`config.mk`:
```
export PLATFORM = sky130hd
export DESIGN_NAME = udi_top
export DESIGN_NICKNAME = d
export VERILOG_FILES = /design/src/udi_pkg.sv /design/src/udi_sync.sv /design/src/udi_top.sv
export SDC_FILE = /design/constraint.sdc
export NUM_CORES = 1
export LEC_CHECK = 0
export ABC_AREA = 1
export BUFFER_PORTS_ARGS = -buffer_cell sky130_fd_sc_hd__buf_2
export CAP_MARGIN = 40
export CORE_ASPECT_RATIO = 0.9
export CORE_MARGIN = 2
export CORE_UTILIZATION = 46
export DETAILED_ROUTE_END_ITERATION = 8
export PLACE_DENSITY = 0.79
export SYNTH_ARGS = -nofsm -noshare
export SYNTH_HDL_FRONTEND = slang
export SYNTH_SLANG_ARGS = --single-unit
```
`constraint.sdc`:
```
create_clock -name ref_clk_i -period 1.4 [get_ports ref_clk_i]
set_input_delay 0.14 -clock ref_clk_i [delete_from_list [all_inputs] [get_ports ref_clk_i]]
set_output_delay 0.14 -clock ref_clk_i [all_outputs]
set_load 0.01 [all_outputs]
```
`src/udi_pkg.sv`:
```
// Package for the USB device address and interrupt block: register map,
// field positions, reset values, timing constants and carrier structs.
// Assumes a 250 MHz peripheral clock and a 32-bit AXI4-Lite register bus.
package udi_pkg;

	localparam int AXI_ADDR_W = 8;
	localparam int AXI_DATA_W = 32;

	// Register byte offsets
	localparam logic [AXI_ADDR_W-1:0] OFF_FUNCTION_ADDRESS = 8'h08;
	localparam logic [AXI_ADDR_W-1:0] OFF_IRQ_ENABLE_SET   = 8'h10;
	localparam logic [AXI_ADDR_W-1:0] OFF_IRQ_ENABLE_CLEAR = 8'h14;
	localparam logic [AXI_ADDR_W-1:0] OFF_IRQ_MASK_VIEW    = 8'h18;
	localparam logic [AXI_ADDR_W-1:0] OFF_IRQ_STATUS_VIEW  = 8'h1C;
	localparam logic [AXI_ADDR_W-1:0] OFF_IRQ_FLAG_CLEAR   = 8'h20;

	// Function address register fields
	localparam int FADDR_W          = 7;
	localparam int POS_FUNCTION_EN  = 8;
	localparam logic [FADDR_W-1:0] RST_FUNCTION_ADDRESS = 7'h00;
	localparam logic               RST_FUNCTION_ENABLE  = 1'b0;

	// Interrupt bit positions
	localparam int NUM_EP                  = 6;
	localparam int POS_ENDPOINT0_IRQ       = 0;
	localparam int POS_SUSPEND_IRQ         = 8;
	localparam int POS_BUS_RESUME_IRQ      = 9;
	localparam int POS_EXTERNAL_RESUME_IRQ = 10;
	localparam int POS_FRAME_START_IRQ     = 11;
	localparam int POS_BUS_RESET_DONE_IRQ  = 12;
	localparam int POS_WAKEUP_IRQ          = 13;
	localparam int IRQ_W                   = 14;

	localparam logic [IRQ_W-1:0] MASK_BITS  = 14'h2F3F;
	localparam logic [IRQ_W-1:0] BUS_BITS   = 14'h3F00;
	localparam logic [IRQ_W-1:0] RST_MASK   = 14'h0200;
	localparam logic [IRQ_W-1:0] RST_STATUS = 14'h0000;
	// Sources with no mask bit always reach the interrupt line
	localparam logic [IRQ_W-1:0] UNMASKED   = 14'h1000;

	// Suspend detection timing
	localparam int CLK_HZ          = 250_000_000;
	localparam int SUSPEND_IDLE_MS = 3;
	localparam int SUSPEND_IDLE_CYC = SUSPEND_IDLE_MS * (CLK_HZ / 1000);
	localparam int SUSPEND_CNT_W   = 20;

	localparam logic [1:0] RESP_OKAY   = 2'h0;
	localparam logic [1:0] RESP_SLVERR = 2'h2;

	typedef struct packed {
		logic                  awvalid;
		logic [AXI_ADDR_W-1:0] awaddr;
		logic                  wvalid;
		logic [AXI_DATA_W-1:0] wdata;
		logic [3:0]            wstrb;
		logic                  bready;
		logic                  arvalid;
		logic [AXI_ADDR_W-1:0] araddr;
		logic                  rready;
	} udi_axil_req_t;

	typedef struct packed {
		logic                  awready;
		logic                  wready;
		logic                  bvalid;
		logic [1:0]            bresp;
		logic                  arready;
		logic                  rvalid;
		logic [AXI_DATA_W-1:0] rdata;
		logic [1:0]            rresp;
	} udi_axil_rsp_t;

	// Causing flags of one endpoint's control/status register
	typedef struct packed {
		logic setup_received;
		logic rx_bank0_full;
		logic rx_bank1_full;
		logic tx_complete;
		logic stall_handshake_sent;
	} udi_ep_flags_t;

	// One-cycle strobes from the serial engine
	typedef struct packed {
		logic bus_activity;
		logic bus_resume;
		logic frame_start;
		logic bus_reset_done;
	} udi_bus_evt_t;

endpackage : udi_pkg

```
`src/udi_sync.sv`:
```
// Two-flop synchroniser, one chain per bit.
// Assumes the inputs are asynchronous levels; the output is a clean level.
`timescale 1ns/1ns
module udi_sync
	import udi_pkg::*;
#(
	parameter int W = 1
) (
	input  wire logic         ref_clk_i,
	input  wire logic         rst_i,
	input  wire logic [W-1:0] async_i,
	output logic      [W-1:0] sync_o
);

	logic [W-1:0] meta_ff;

	for (genvar i = 0; i < W; i++) begin : g_bit
		always_ff @(posedge ref_clk_i) begin
			if (rst_i) begin
				meta_ff[i] <= 1'b0;
				sync_o[i]  <= 1'b0;
			end else begin
				meta_ff[i] <= async_i[i];
				sync_o[i]  <= meta_ff[i];
			end
		end
	end

endmodule : udi_sync

```
`src/udi_top.sv`:
```
// USB device function address and interrupt logic behind AXI4-Lite.
// Assumes endpoint flags and bus strobes come from same-clock logic and the
// remote resume request is an asynchronous pin.
//
// Summary of operation
// Firmware writes the address only after set-address status stage ends.
// Function address is zero after power-up and after every reset.
// Function enable reads back its state; writing zero disables endpoints.
// Firmware sets function enable after a bus reset from the host.
// Data packets move to and from the host only while enabled.
// Enable register: a one sets that endpoint's mask bit, zero no effect.
// Enable register: a one sets suspend, resume, ext resume, frame, wakeup.
// Disable register: a one clears the matching mask bit, zero no effect.
// Mask register reads one per enabled source, enable register layout.
// Bus resume mask bit is enabled after reset.
// Endpoint status bit rises on any of its five causing flags.
// Endpoint status stays set until its control/status flag is cleared.
// Three ms with no bus activity sets suspend flag and enters suspend.
// Bus event flags clear only by writing one to the clear register.
// Bus reset done flag sets when a host bus reset completes.
// While suspended a rising remote resume request sets external resume.
// Bus reset done status sits at bit 12, no mask bit there.
// Interrupt output is high while any enabled status bit is set.
//
// Implementation choices: the AXI4-Lite interface to the registers and the address map.
`timescale 1ns/1ns
module udi_top
	import udi_pkg::*;
#(
	parameter int SUSPEND_CYC = SUSPEND_IDLE_CYC
) (
	input  wire logic                       ref_clk_i,
	input  wire logic                       rst_i,
	input  wire udi_axil_req_t              axil_req_i,
	output udi_axil_rsp_t                   axil_rsp_o,
	input  wire udi_ep_flags_t [NUM_EP-1:0] ep_flags_i,
	input  wire udi_bus_evt_t               bus_evt_i,
	input  wire logic                       remote_resume_i,
	output logic [FADDR_W-1:0]              function_address_o,
	output logic                            function_enable_o,
	output logic                            suspended_o,
	output logic                            irq_o
);

	localparam logic [SUSPEND_CNT_W-1:0] SUSP_LAST =
		SUSPEND_CNT_W'(SUSPEND_CYC - 1);

	// Write channel holding state
	logic                  aw_hold_ff;
	logic                  w_hold_ff;
	logic [AXI_ADDR_W-1:0] waddr_ff;
	logic [AXI_DATA_W-1:0] wdata_ff;
	logic [3:0]            wstrb_ff;

	logic [IRQ_W-1:0]         mask_ff;
	logic [IRQ_W-1:0]         bus_flag_ff;
	logic [NUM_EP-1:0]        ep_stat_ff;
	logic [SUSPEND_CNT_W-1:0] idle_cnt_ff;
	logic                     resume_q_ff;

	logic                  wr_fire;
	logic [AXI_DATA_W-1:0] byte_mask;
	logic [AXI_DATA_W-1:0] wr_bits;
	logic                  wr_hit_faddr;
	logic                  wr_hit_set;
	logic                  wr_hit_clr;
	logic                  wr_hit_icr;
	logic                  wr_mapped;
	logic                  rd_mapped;
	logic [AXI_DATA_W-1:0] rd_value;
	logic [IRQ_W-1:0]      mask_set;
	logic [IRQ_W-1:0]      mask_clr;
	logic [IRQ_W-1:0]      flag_clr;
	logic [IRQ_W-1:0]      nxt_bus_flag;
	logic [IRQ_W-1:0]      bus_set;
	logic [IRQ_W-1:0]      status_now;
	logic [NUM_EP-1:0]     ep_raise;
	logic                  resume_sync;
	logic                  resume_rise;
	logic                  suspend_hit;

	udi_sync #(
		.W (1)
	) u_resume_sync (
		.ref_clk_i (ref_clk_i),
		.rst_i     (rst_i),
		.async_i   (remote_resume_i),
		.sync_o    (resume_sync)
	);

	// Word decode on bits above the byte lane
	function automatic logic hit(
		input logic [AXI_ADDR_W-1:0] a,
		input logic [AXI_ADDR_W-1:0] off
	);
		hit = (a[AXI_ADDR_W-1:2] == off[AXI_ADDR_W-1:2]);
	endfunction : hit

	assign wr_fire = aw_hold_ff & w_hold_ff & ~axil_rsp_o.bvalid;

	for (genvar b = 0; b < 4; b++) begin : g_lane
		assign byte_mask[8*b +: 8] = {8{wstrb_ff[b]}};
	end

	assign wr_bits      = wdata_ff & byte_mask;
	assign wr_hit_faddr = hit(waddr_ff, OFF_FUNCTION_ADDRESS);
	assign wr_hit_set   = hit(waddr_ff, OFF_IRQ_ENABLE_SET);
	assign wr_hit_clr   = hit(waddr_ff, OFF_IRQ_ENABLE_CLEAR);
	assign wr_hit_icr   = hit(waddr_ff, OFF_IRQ_FLAG_CLEAR);
	assign wr_mapped    = wr_hit_faddr | wr_hit_set | wr_hit_clr | wr_hit_icr
		| hit(waddr_ff, OFF_IRQ_MASK_VIEW)
		| hit(waddr_ff, OFF_IRQ_STATUS_VIEW);

	assign mask_set = (wr_fire & wr_hit_set) ?
		(wr_bits[IRQ_W-1:0] & MASK_BITS) : '0;
	assign mask_clr = (wr_fire & wr_hit_clr) ?
		(wr_bits[IRQ_W-1:0] & MASK_BITS) : '0;
	assign flag_clr = (wr_fire & wr_hit_icr) ?
		(wr_bits[IRQ_W-1:0] & BUS_BITS) : '0;

	// AXI4-Lite slave: one write and one read under way at a time
	always_ff @(posedge ref_clk_i) begin
		if (rst_i) begin
			aw_hold_ff         <= 1'b0;
			w_hold_ff          <= 1'b0;
			waddr_ff           <= '0;
			wdata_ff           <= '0;
			wstrb_ff           <= '0;
			axil_rsp_o.awready <= 1'b1;
			axil_rsp_o.wready  <= 1'b1;
			axil_rsp_o.bvalid  <= 1'b0;
			axil_rsp_o.bresp   <= RESP_OKAY;
			axil_rsp_o.arready <= 1'b1;
			axil_rsp_o.rvalid  <= 1'b0;
			axil_rsp_o.rdata   <= '0;
			axil_rsp_o.rresp   <= RESP_OKAY;
		end else begin
			if (axil_req_i.awvalid && axil_rsp_o.awready) begin
				aw_hold_ff         <= 1'b1;
				waddr_ff           <= axil_req_i.awaddr;
				axil_rsp_o.awready <= 1'b0;
			end
			if (axil_req_i.wvalid && axil_rsp_o.wready) begin
				w_hold_ff         <= 1'b1;
				wdata_ff          <= axil_req_i.wdata;
				wstrb_ff          <= axil_req_i.wstrb;
				axil_rsp_o.wready <= 1'b0;
			end
			if (wr_fire) begin
				aw_hold_ff        <= 1'b0;
				w_hold_ff         <= 1'b0;
				axil_rsp_o.bvalid <= 1'b1;
				axil_rsp_o.bresp  <= wr_mapped ? RESP_OKAY : RESP_SLVERR;
			end
			if (axil_rsp_o.bvalid && axil_req_i.bready) begin
				axil_rsp_o.bvalid  <= 1'b0;
				axil_rsp_o.awready <= 1'b1;
				axil_rsp_o.wready  <= 1'b1;
			end
			if (axil_req_i.arvalid && axil_rsp_o.arready) begin
				axil_rsp_o.arready <= 1'b0;
				axil_rsp_o.rvalid  <= 1'b1;
				axil_rsp_o.rdata   <= rd_value;
				axil_rsp_o.rresp   <= rd_mapped ? RESP_OKAY : RESP_SLVERR;
			end
			if (axil_rsp_o.rvalid && axil_req_i.rready) begin
				axil_rsp_o.rvalid  <= 1'b0;
				axil_rsp_o.arready <= 1'b1;
			end
		end
	end

	// Read data; write-only registers read as zero
	always_comb begin
		rd_value  = '0;
		rd_mapped = 1'b1;
		if (hit(axil_req_i.araddr, OFF_FUNCTION_ADDRESS)) begin
			rd_value[FADDR_W-1:0]    = function_address_o;
			rd_value[POS_FUNCTION_EN] = function_enable_o;
		end else if (hit(axil_req_i.araddr, OFF_IRQ_MASK_VIEW)) begin
			rd_value[IRQ_W-1:0] = mask_ff;
		end else if (hit(axil_req_i.araddr, OFF_IRQ_STATUS_VIEW)) begin
			rd_value[IRQ_W-1:0] = status_now;
		end else if (hit(axil_req_i.araddr, OFF_IRQ_ENABLE_SET) ||
			hit(axil_req_i.araddr, OFF_IRQ_ENABLE_CLEAR) ||
			hit(axil_req_i.araddr, OFF_IRQ_FLAG_CLEAR)) begin
			rd_value = '0;
		end else begin
			rd_mapped = 1'b0;
		end
	end

	// Function address and enable; bus reset returns address to default
	always_ff @(posedge ref_clk_i) begin
		if (rst_i) begin
			function_address_o <= RST_FUNCTION_ADDRESS;
			function_enable_o  <= RST_FUNCTION_ENABLE;
		end else begin
			if (bus_evt_i.bus_reset_done) begin
				function_address_o <= RST_FUNCTION_ADDRESS;
			end else if (wr_fire && wr_hit_faddr && wstrb_ff[0]) begin
				function_address_o <= wdata_ff[FADDR_W-1:0];
			end
			if (wr_fire && wr_hit_faddr && wstrb_ff[1]) begin
				// Endpoints gate packet traffic on this level
				function_enable_o <= wdata_ff[POS_FUNCTION_EN];
			end
		end
	end

	// Interrupt mask
	always_ff @(posedge ref_clk_i) begin
		if (rst_i) begin
			mask_ff <= RST_MASK;
		end else begin
			mask_ff <= (mask_ff | mask_set) & ~mask_clr;
		end
	end

	// Endpoint status follows the sticky causing flags
	for (genvar e = 0; e < NUM_EP; e++) begin : g_ep
		assign ep_raise[e] = |ep_flags_i[e];
	end

	always_ff @(posedge ref_clk_i) begin
		if (rst_i) begin
			ep_stat_ff <= '0;
		end else begin
			ep_stat_ff <= ep_raise;
		end
	end

	// Idle timer and suspend state
	// A resume in the last idle cycle must not raise a flag without suspend
	assign suspend_hit = ~suspended_o & ~bus_evt_i.bus_activity &
		~bus_evt_i.bus_resume & (idle_cnt_ff == SUSP_LAST);

	always_ff @(posedge ref_clk_i) begin
		if (rst_i) begin
			idle_cnt_ff <= '0;
			suspended_o <= 1'b0;
		end else if (bus_evt_i.bus_activity || bus_evt_i.bus_resume) begin
			idle_cnt_ff <= '0;
			suspended_o <= 1'b0;
		end else if (suspend_hit) begin
			suspended_o <= 1'b1;
		end else if (!suspended_o) begin
			idle_cnt_ff <= idle_cnt_ff + 1'b1;
		end
	end

	// Remote resume edge, seen only after synchronising
	always_ff @(posedge ref_clk_i) begin
		if (rst_i) begin
			resume_q_ff <= 1'b0;
		end else begin
			resume_q_ff <= resume_sync;
		end
	end

	assign resume_rise = resume_sync & ~resume_q_ff;

	// Bus event set vector
	always_comb begin
		bus_set                          = '0;
		bus_set[POS_SUSPEND_IRQ]         = suspend_hit;
		bus_set[POS_BUS_RESUME_IRQ]      = bus_evt_i.bus_resume;
		bus_set[POS_EXTERNAL_RESUME_IRQ] = resume_rise & suspended_o;
		bus_set[POS_FRAME_START_IRQ]     = bus_evt_i.frame_start;
		bus_set[POS_BUS_RESET_DONE_IRQ]  = bus_evt_i.bus_reset_done;
		bus_set[POS_WAKEUP_IRQ]          = bus_evt_i.bus_resume |
			bus_evt_i.bus_reset_done;
	end

	// A set in the same cycle as a clear wins
	assign nxt_bus_flag = ((bus_flag_ff & ~flag_clr) | bus_set) & BUS_BITS;

	always_ff @(posedge ref_clk_i) begin
		if (rst_i) begin
			bus_flag_ff <= RST_STATUS;
		end else begin
			bus_flag_ff <= nxt_bus_flag;
		end
	end

	always_comb begin
		status_now                                = bus_flag_ff;
		status_now[POS_ENDPOINT0_IRQ +: NUM_EP]   = ep_stat_ff;
	end

	always_ff @(posedge ref_clk_i) begin
		if (rst_i) begin
			irq_o <= 1'b0;
		end else begin
			irq_o <= |(status_now & (mask_ff | UNMASKED));
		end
	end

endmodule : udi_top

```
==> impl_metrics.yaml, run 1 <==
outcome:
  outcome: "finished, violations left"
  violations: "setup timing"
clock_network:
  cts_tree: "done"
  cts.reportedPaths.clkPinSlew_ps: 70
  htreeDepth: 3
  clock_latency_ps: 340
  cts-root-buf: "clkbuf_16"
  clockBufferDepth: 2
  cts_sinks: 99
  cts_made_buffers: 9
cells_and_area:
  nets: 904
  instances_no_fill: 939
  drive_above_1_share: 0.312
  areaGrowthSynthToFinish_pct: 31.4
  antenna_cells: 0
detailed_routing:
  antenna_left: 0
  drc: 0
  dr.pass1.iters: 5
  wl_mm: 12.0
  vias: 4658
  viasPerCell: 4.96
  wl_per_cell_um: 12.7
  drtIter0Drc: 268
sta:
  setup_ws_ps: -50.8
  report.final.slew_viol_count: 0
  fin_crit_ps: 1450
  slew_headroom: 0.555
  finalHoldViolCount: 0
  max_freq_mhz: 689
  fin_setup_tns_ps: -172
  rsz0062_at_grt: "yes"
  setup_viol: 9
  finClkSkew_ps: 5.46
  worst_pin_slew_ps: 666
  layout_worst_path_cycle_share: 1.04
worst_hold_path:
  worstHoldPathType: "in -> reg"
yosys:
  yosysWarnings: 0
  yosysTopAreaCellShare: 0.423
  async_flop_share: 0
  synth_seq_area_share: 0.423
  synth_enable_flop_cells: 0
  synth.area.top_cells: "dfxtp_1, nand2_1, o21ai_0"
  synth_cell_types: 38
  synth_area_leader_cell: "dfxtp_1"
  synth-seq-cells: 99
  syn_area_per_cell_um2: 6.96
  syn_area_um2: 4680
  syn_inst: 673
  synth_commonest_cells: "nand2_1, nor2_1, dfxtp_1"
  synth_flop_cell: "dfxtp_1"
  yosysMostFrequentCell: "nand2_1"
critical_path:
  crit_path_start: "idle_cnt_ff[9]$_SDFFE_PP0P_"
  crit_fanout: 6
  worstSetupStartpointType: "flop"
  rr_startpoint: "idle_cnt_ff[9]$_SDFFE_PP0P_"
  endpoint_kind: "flop"
  rrSetupSlack_ps: -50
  crit_arrival_ps: 1690
  r2r-end: "idle_cnt_ff[14]$_SDFFE_PP0P_"
  endpoint: "idle_cnt_ff[14]$_SDFFE_PP0P_"
  required_ps: 1640
  crit_type: "reg -> reg"
  reg2reg_depth: 7
floorplan:
  rows: 34
  die_h_um: 99.7
  core_region_area_um2: 9780
  die_area_um2: 11000
  io_pins: 145
  die_x_um: 110
  start_util: 0.478
global_route:
  grt_max_degree: 42
  grt-ovfl-total: 0
  grt_pass1_vias: 3915
  grt_pass1_wl_mm: 18.3
  antenna_found_initial: 0
  track_usage: 0.207
place:
  port_buffers: 98
  place_inst: 920
  place_congestion: 0.858
  hpwl_mm: 8.30
power:
  peakVddDrop_uv: 617
  power_density_nw_per_um2: 1000
  p_leak_uw: 0.00274
flow_run:
  max-cap-violations: 0
-- metrics by stage --
| stage | total power [uW] | worst slack [ps] | utilization | area [um2] | hold WS, ps |
|---|---|---|---|---|---|
| floorplan | 3450 | 16.9 | - | 4780 | 247 |
| global placement | 3660 | -18.6 | 0.563 | 5510 | 348 |
| detailed placement | 3680 | -60.7 | 0.563 | 5510 | 356 |
| CTS | 6150 | 3.67 | 0.598 | 5850 | 28.8 |
| global route | 6410 | -159 | 0.629 | 6150 | 39.8 |
| finish | 6160 | -50.8 | 0.629 | 6150 | 28.8 |
-- cells by family (layout without fill, tap and decap cells) --
| kind of cell | count (synthesis) | after routing | share of synthesized area |
|---|---|---|---|
| simple gates | 286 | 287 | 0.266 |
| buf+inv | 139 | 258 | 0.135 |
| compound gates | 136 | 136 | 0.152 |
| flops | 99 | 99 | 0.423 |
| xor+xnor | 11 | 11 | 0.0206 |
| fa+ha+maj | 1 | 1 | 0.00267 |
| other cells | 1 | 21 | 0.000801 |
-- critical path: stages, from the launching register on --
cell	delay, ps
dfxtp_2	410
nand2_1	160
nor2_2	220
nand3_4	120
nor2_1	110
nand3_1	130
o21ai_1	150
nor2_1	50
-- layout by cell type, fill, tap and decap left out, drive strengths merged --
| cell | synthesis | final |
|---|---|---|
| o2111ai | 1 | 1 |
| nand3 | 35 | 35 |
| nand2 | 118 | 119 |
| o22ai | 1 | 1 |
| xor2 | 6 | 6 |
| clkinv | 1 | 3 |
| clkbuf | 13 | 10 |
| o21ai | 87 | 87 |
| ha | 1 | 1 |
| a31oi | 3 | 3 |
| a21oi | 38 | 38 |
| dlygate4sd3 | 0 | 1 |
| buf | 30 | 146 |
| bufinv | 0 | 1 |
| dfxtp | 99 | 99 |
| a211oi | 2 | 2 |
| o21a | 2 | 2 |
| a221oi | 2 | 2 |
| nor4 | 1 | 1 |
| or4 | 6 | 6 |
| inv | 95 | 97 |
| nor3 | 13 | 13 |
| nand4 | 5 | 5 |
| conb | 1 | 21 |
| xnor2 | 5 | 5 |
| nor2 | 108 | 108 |
-- report_power, final --
group	leakage, uW	internal, uW	switching (uW)
Combinational	0.00177	265	381
Clock	0.000149	1440	1060
Sequential	0.000819	2930	85.6
-- final cells by class --
type,count,area (um2)
flip-flops and latches,99,2010
clock buffers,10,239
clock inverters,5,61.3
repair buffers,147,892
inverters,96,368
multi-input cells,456,2420
well taps,126,158
fillers,831,3630
-- worst min-delay path by stage --
stage | start | to | slack, ps | depth (start not counted)
2_1_floorplan | remote_resume_i | u_resume_sync.meta_ff$_SDFF_PP0_ | 250 | 2
4_1_cts | ep_flags_i[29] | ep_stat_ff[5]$_SDFF_PP0_ | 30 | 3
5_1_grt | ep_flags_i[29] | ep_stat_ff[5]$_SDFF_PP0_ | 40 | 3
3_3_place_gp | remote_resume_i | u_resume_sync.meta_ff$_SDFF_PP0_ | 350 | 3
3_5_place_dp | remote_resume_i | u_resume_sync.meta_ff$_SDFF_PP0_ | 360 | 3
6_report | ep_flags_i[29] | ep_stat_ff[5]$_SDFF_PP0_ | 30 | 3
-- state kept, by name, summed over array words and instances, names as in the netlist --
| name | count |
|---|---|
| u_resume_sync.meta_ff | 1 |
| bus_flag_ff | 6 |
| suspended_o | 1 |
| resume_q_ff | 1 |
| irq_o | 1 |
| axil_rsp_o | 20 |
| ep_stat_ff | 6 |
| waddr_ff | 6 |
| u_resume_sync.sync_o | 1 |
| function_enable_o | 1 |
| w_hold_ff | 1 |
| wstrb_ff | 2 |
| function_address_o | 7 |
| mask_ff | 11 |
| idle_cnt_ff | 20 |
| aw_hold_ff | 1 |
| wdata_ff | 13 |
-- metal layers --
layer	wire length, um	part of all wire	vias to the layer above	track usage
li1	-	-	2374	-
met1	5540	0.46	2103	0.312
met2	5430	0.45	168	0.303
met3	862	0.072	13	0.0360
met4	129	0.011	0	0.0529
met5	0	0	-	0
-- what timing repair did --
item | 4_1_cts | 5_1_grt
pin swaps | 0 | 36
hold buffers | 1 | 0
buffers inserted | 0 | 2
endpoints found under the setup margin | 38 | 40
resized for setup | 12 | 107
hold endpoints to repair | 1 | 0
gates cloned | 0 | 1
(Power assumes the default switching activity.)
==> run 2, diff against run 1 <==
--- a/config.mk
+++ b/config.mk
@@ -13,6 +13,7 @@
 export CORE_UTILIZATION = 46
 export DETAILED_ROUTE_END_ITERATION = 8
 export PLACE_DENSITY = 0.79
+export RECOVER_POWER = 50
 export SYNTH_ARGS = -nofsm -noshare
 export SYNTH_HDL_FRONTEND = slang
 export SYNTH_SLANG_ARGS = --single-unit
==> impl_metrics.yaml, run 2 (synthesis results as in run 1) <==
floorplan:
  core_region_area_um2: 9780
  die_h_um: 99.7
  die_x_um: 110
  rows: 34
  die_area_um2: 11000
  io_pins: 145
  start_util: 0.478
cells_and_area:
  instances_no_fill: 939
  areaGrowthSynthToFinish_pct: 30.6
  antenna_cells: 0
  final_cell_mix: "nand2_1, nor2_1, inv_1"
  largest_registers: "axil_rsp_o: 20 flops, idle_cnt_ff: 20 flops, wdata_ff: 13 flops"
  drive_above_1_share: 0.279
  final_common_cell: "nand2_1"
  fillCellCount: 849
  nets: 904
flow_run:
  max-cap-violations: 0
global_route:
  antenna_found_initial: 0
  use_met2: 0.303
  grt_pass1_vias: 3915
  grt_max_degree: 42
  grt_pass1_wl_mm: 18.3
  grtUsageMet3: 0.0360
  track_usage: 0.207
  grt_use_met1: 0.312
  grt-ovfl-total: 0
  top_usage_layer: "met1"
clock_network:
  cts_sinks: 99
  cts-root-buf: "clkbuf_16"
  cts_tree: "done"
  cts_made_buffers: 9
  htreeDepth: 3
  cts.reportedPaths.clkPinSlew_ps: 70
  clockBufferDepth: 2
  clock_latency_ps: 340
detailed_routing:
  drtIter0Drc: 252
  drc: 0
  vias: 4625
  dr.pass1.iters: 5
  wl_per_cell_um: 12.7
  antenna_left: 0
  viasPerCell: 4.93
  wl_mm: 12.0
critical_path:
  rrSetupSlack_ps: -50
  worstSetupStartpointType: "flop"
  crit_arrival_ps: 1690
  endpoint: "idle_cnt_ff[14]$_SDFFE_PP0P_"
  crit_fanout: 6
  crit_path_start: "idle_cnt_ff[9]$_SDFFE_PP0P_"
  crit_type: "reg -> reg"
  rr_startpoint: "idle_cnt_ff[9]$_SDFFE_PP0P_"
  required_ps: 1640
  endpoint_kind: "flop"
  max_stage_delay_ps: 410
  critical_path.cell_chain: "nand2_1 -> nor2_2 -> nand3_4 -> nor2_1 -> nand3_1 -> o21ai_1 -> nor2_1"
  r2r-end: "idle_cnt_ff[14]$_SDFFE_PP0P_"
  slowest_stage: "dfxtp_2"
  cp_common_cell: "nor2_1"
  reg2reg_depth: 7
worst_hold_path:
  hold_depth: 3
  worstHoldPathType: "in -> reg"
power:
  power_density_nw_per_um2: 1010
  p_leak_uw: 0.00263
  finalPower_uw: 6160
  peakVddDrop_uv: 620
sta:
  finClkSkew_ps: 6.83
  rsz0062_at_grt: "yes"
  report.final.slew_viol_count: 0
  slew_headroom: 0.556
  max_freq_mhz: 689
  fin_setup_tns_ps: -193
  finalHoldViolCount: 0
  layout_worst_path_cycle_share: 1.04
  worst_pin_slew_ps: 666
  fin_crit_ps: 1450
  setup_viol: 10
  setup_ws_ps: -50.7
outcome:
  violations: "setup timing"
  outcome: "finished, violations left"
place:
  place_inst: 920
  port_buffers: 98
  place_congestion: 0.858
  hpwl_mm: 8.30
-- run 2: cell types whose count changed in the layout (fill, tap and decap cells not counted) --
cell      before  now
buf_2         98   73
buf_4         43   41
clkbuf_1       0   27
-- run 2: layout make-up --
cell class                 count  area [um2]  area share
tap                          126         158      0.0258
clock buffer                  10         239      0.0391
sequential                    99        2010       0.329
timing repair buffer         147         853       0.140
multi-input combinational    456        2420       0.397
inverter                      96         368      0.0602
clock inverter                 5        61.3      0.0100
-- run 2: metal layers --
layer,vias to the layer above,wire length (um)
met4,0,129
met1,2082,5660
met2,155,5410
met3,13,752
li1,2375,-
met5,-,0
-- run 2: worst max-delay path: cells and delay by family, from the launching register on --
| family | cells | cell delay [ps] |
|---|---|---|
| compound gates | 1 | 140 |
| flops | 1 | 410 |
| simple gates | 6 | 790 |
-- run 2: per-stage QoR --
stage,area (um2),utilization,setup WS [ps],hold WS [ps]
after CTS,5850,0.598,3.67,28.8
after floorplan,4780,-,16.9,247
after detailed placement,5510,0.563,-60.7,356
final,6110,0.625,-50.7,28.5
after global routing,6110,0.625,-159,39.8
after global placement,5510,0.563,-18.6,348
-- run 2: worst min-delay path by stage --
stage	startpoint	end
2_1_floorplan	remote_resume_i	u_resume_sync.meta_ff$_SDFF_PP0_
3_3_place_gp	remote_resume_i	u_resume_sync.meta_ff$_SDFF_PP0_
3_5_place_dp	remote_resume_i	u_resume_sync.meta_ff$_SDFF_PP0_
4_1_cts	ep_flags_i[29]	ep_stat_ff[5]$_SDFF_PP0_
5_1_grt	ep_flags_i[29]	ep_stat_ff[5]$_SDFF_PP0_
6_report	ep_flags_i[29]	ep_stat_ff[5]$_SDFF_PP0_
-- run 2: repair_timing --
| item | CTS | global route |
|---|---|---|
| setup endpoints to repair | 38 | 40 |
| buffers inserted | 0 | 2 |
| gates resized for setup | 12 | 107 |
| cloned | 0 | 1 |
| pin swaps | 0 | 36 |
| hold buffers | 1 | 0 |
| hold endpoints to repair | 1 | 0 |
-- run 2: report_power, final --
group	internal, uW	leakage, uW	switching [uW]	total [uW]
sequential	2930	0.000819	87.1	3020
combinational	254	0.00166	381	635
clock	1440	0.000149	1070	2500
total	4620	0.00263	1530	6160
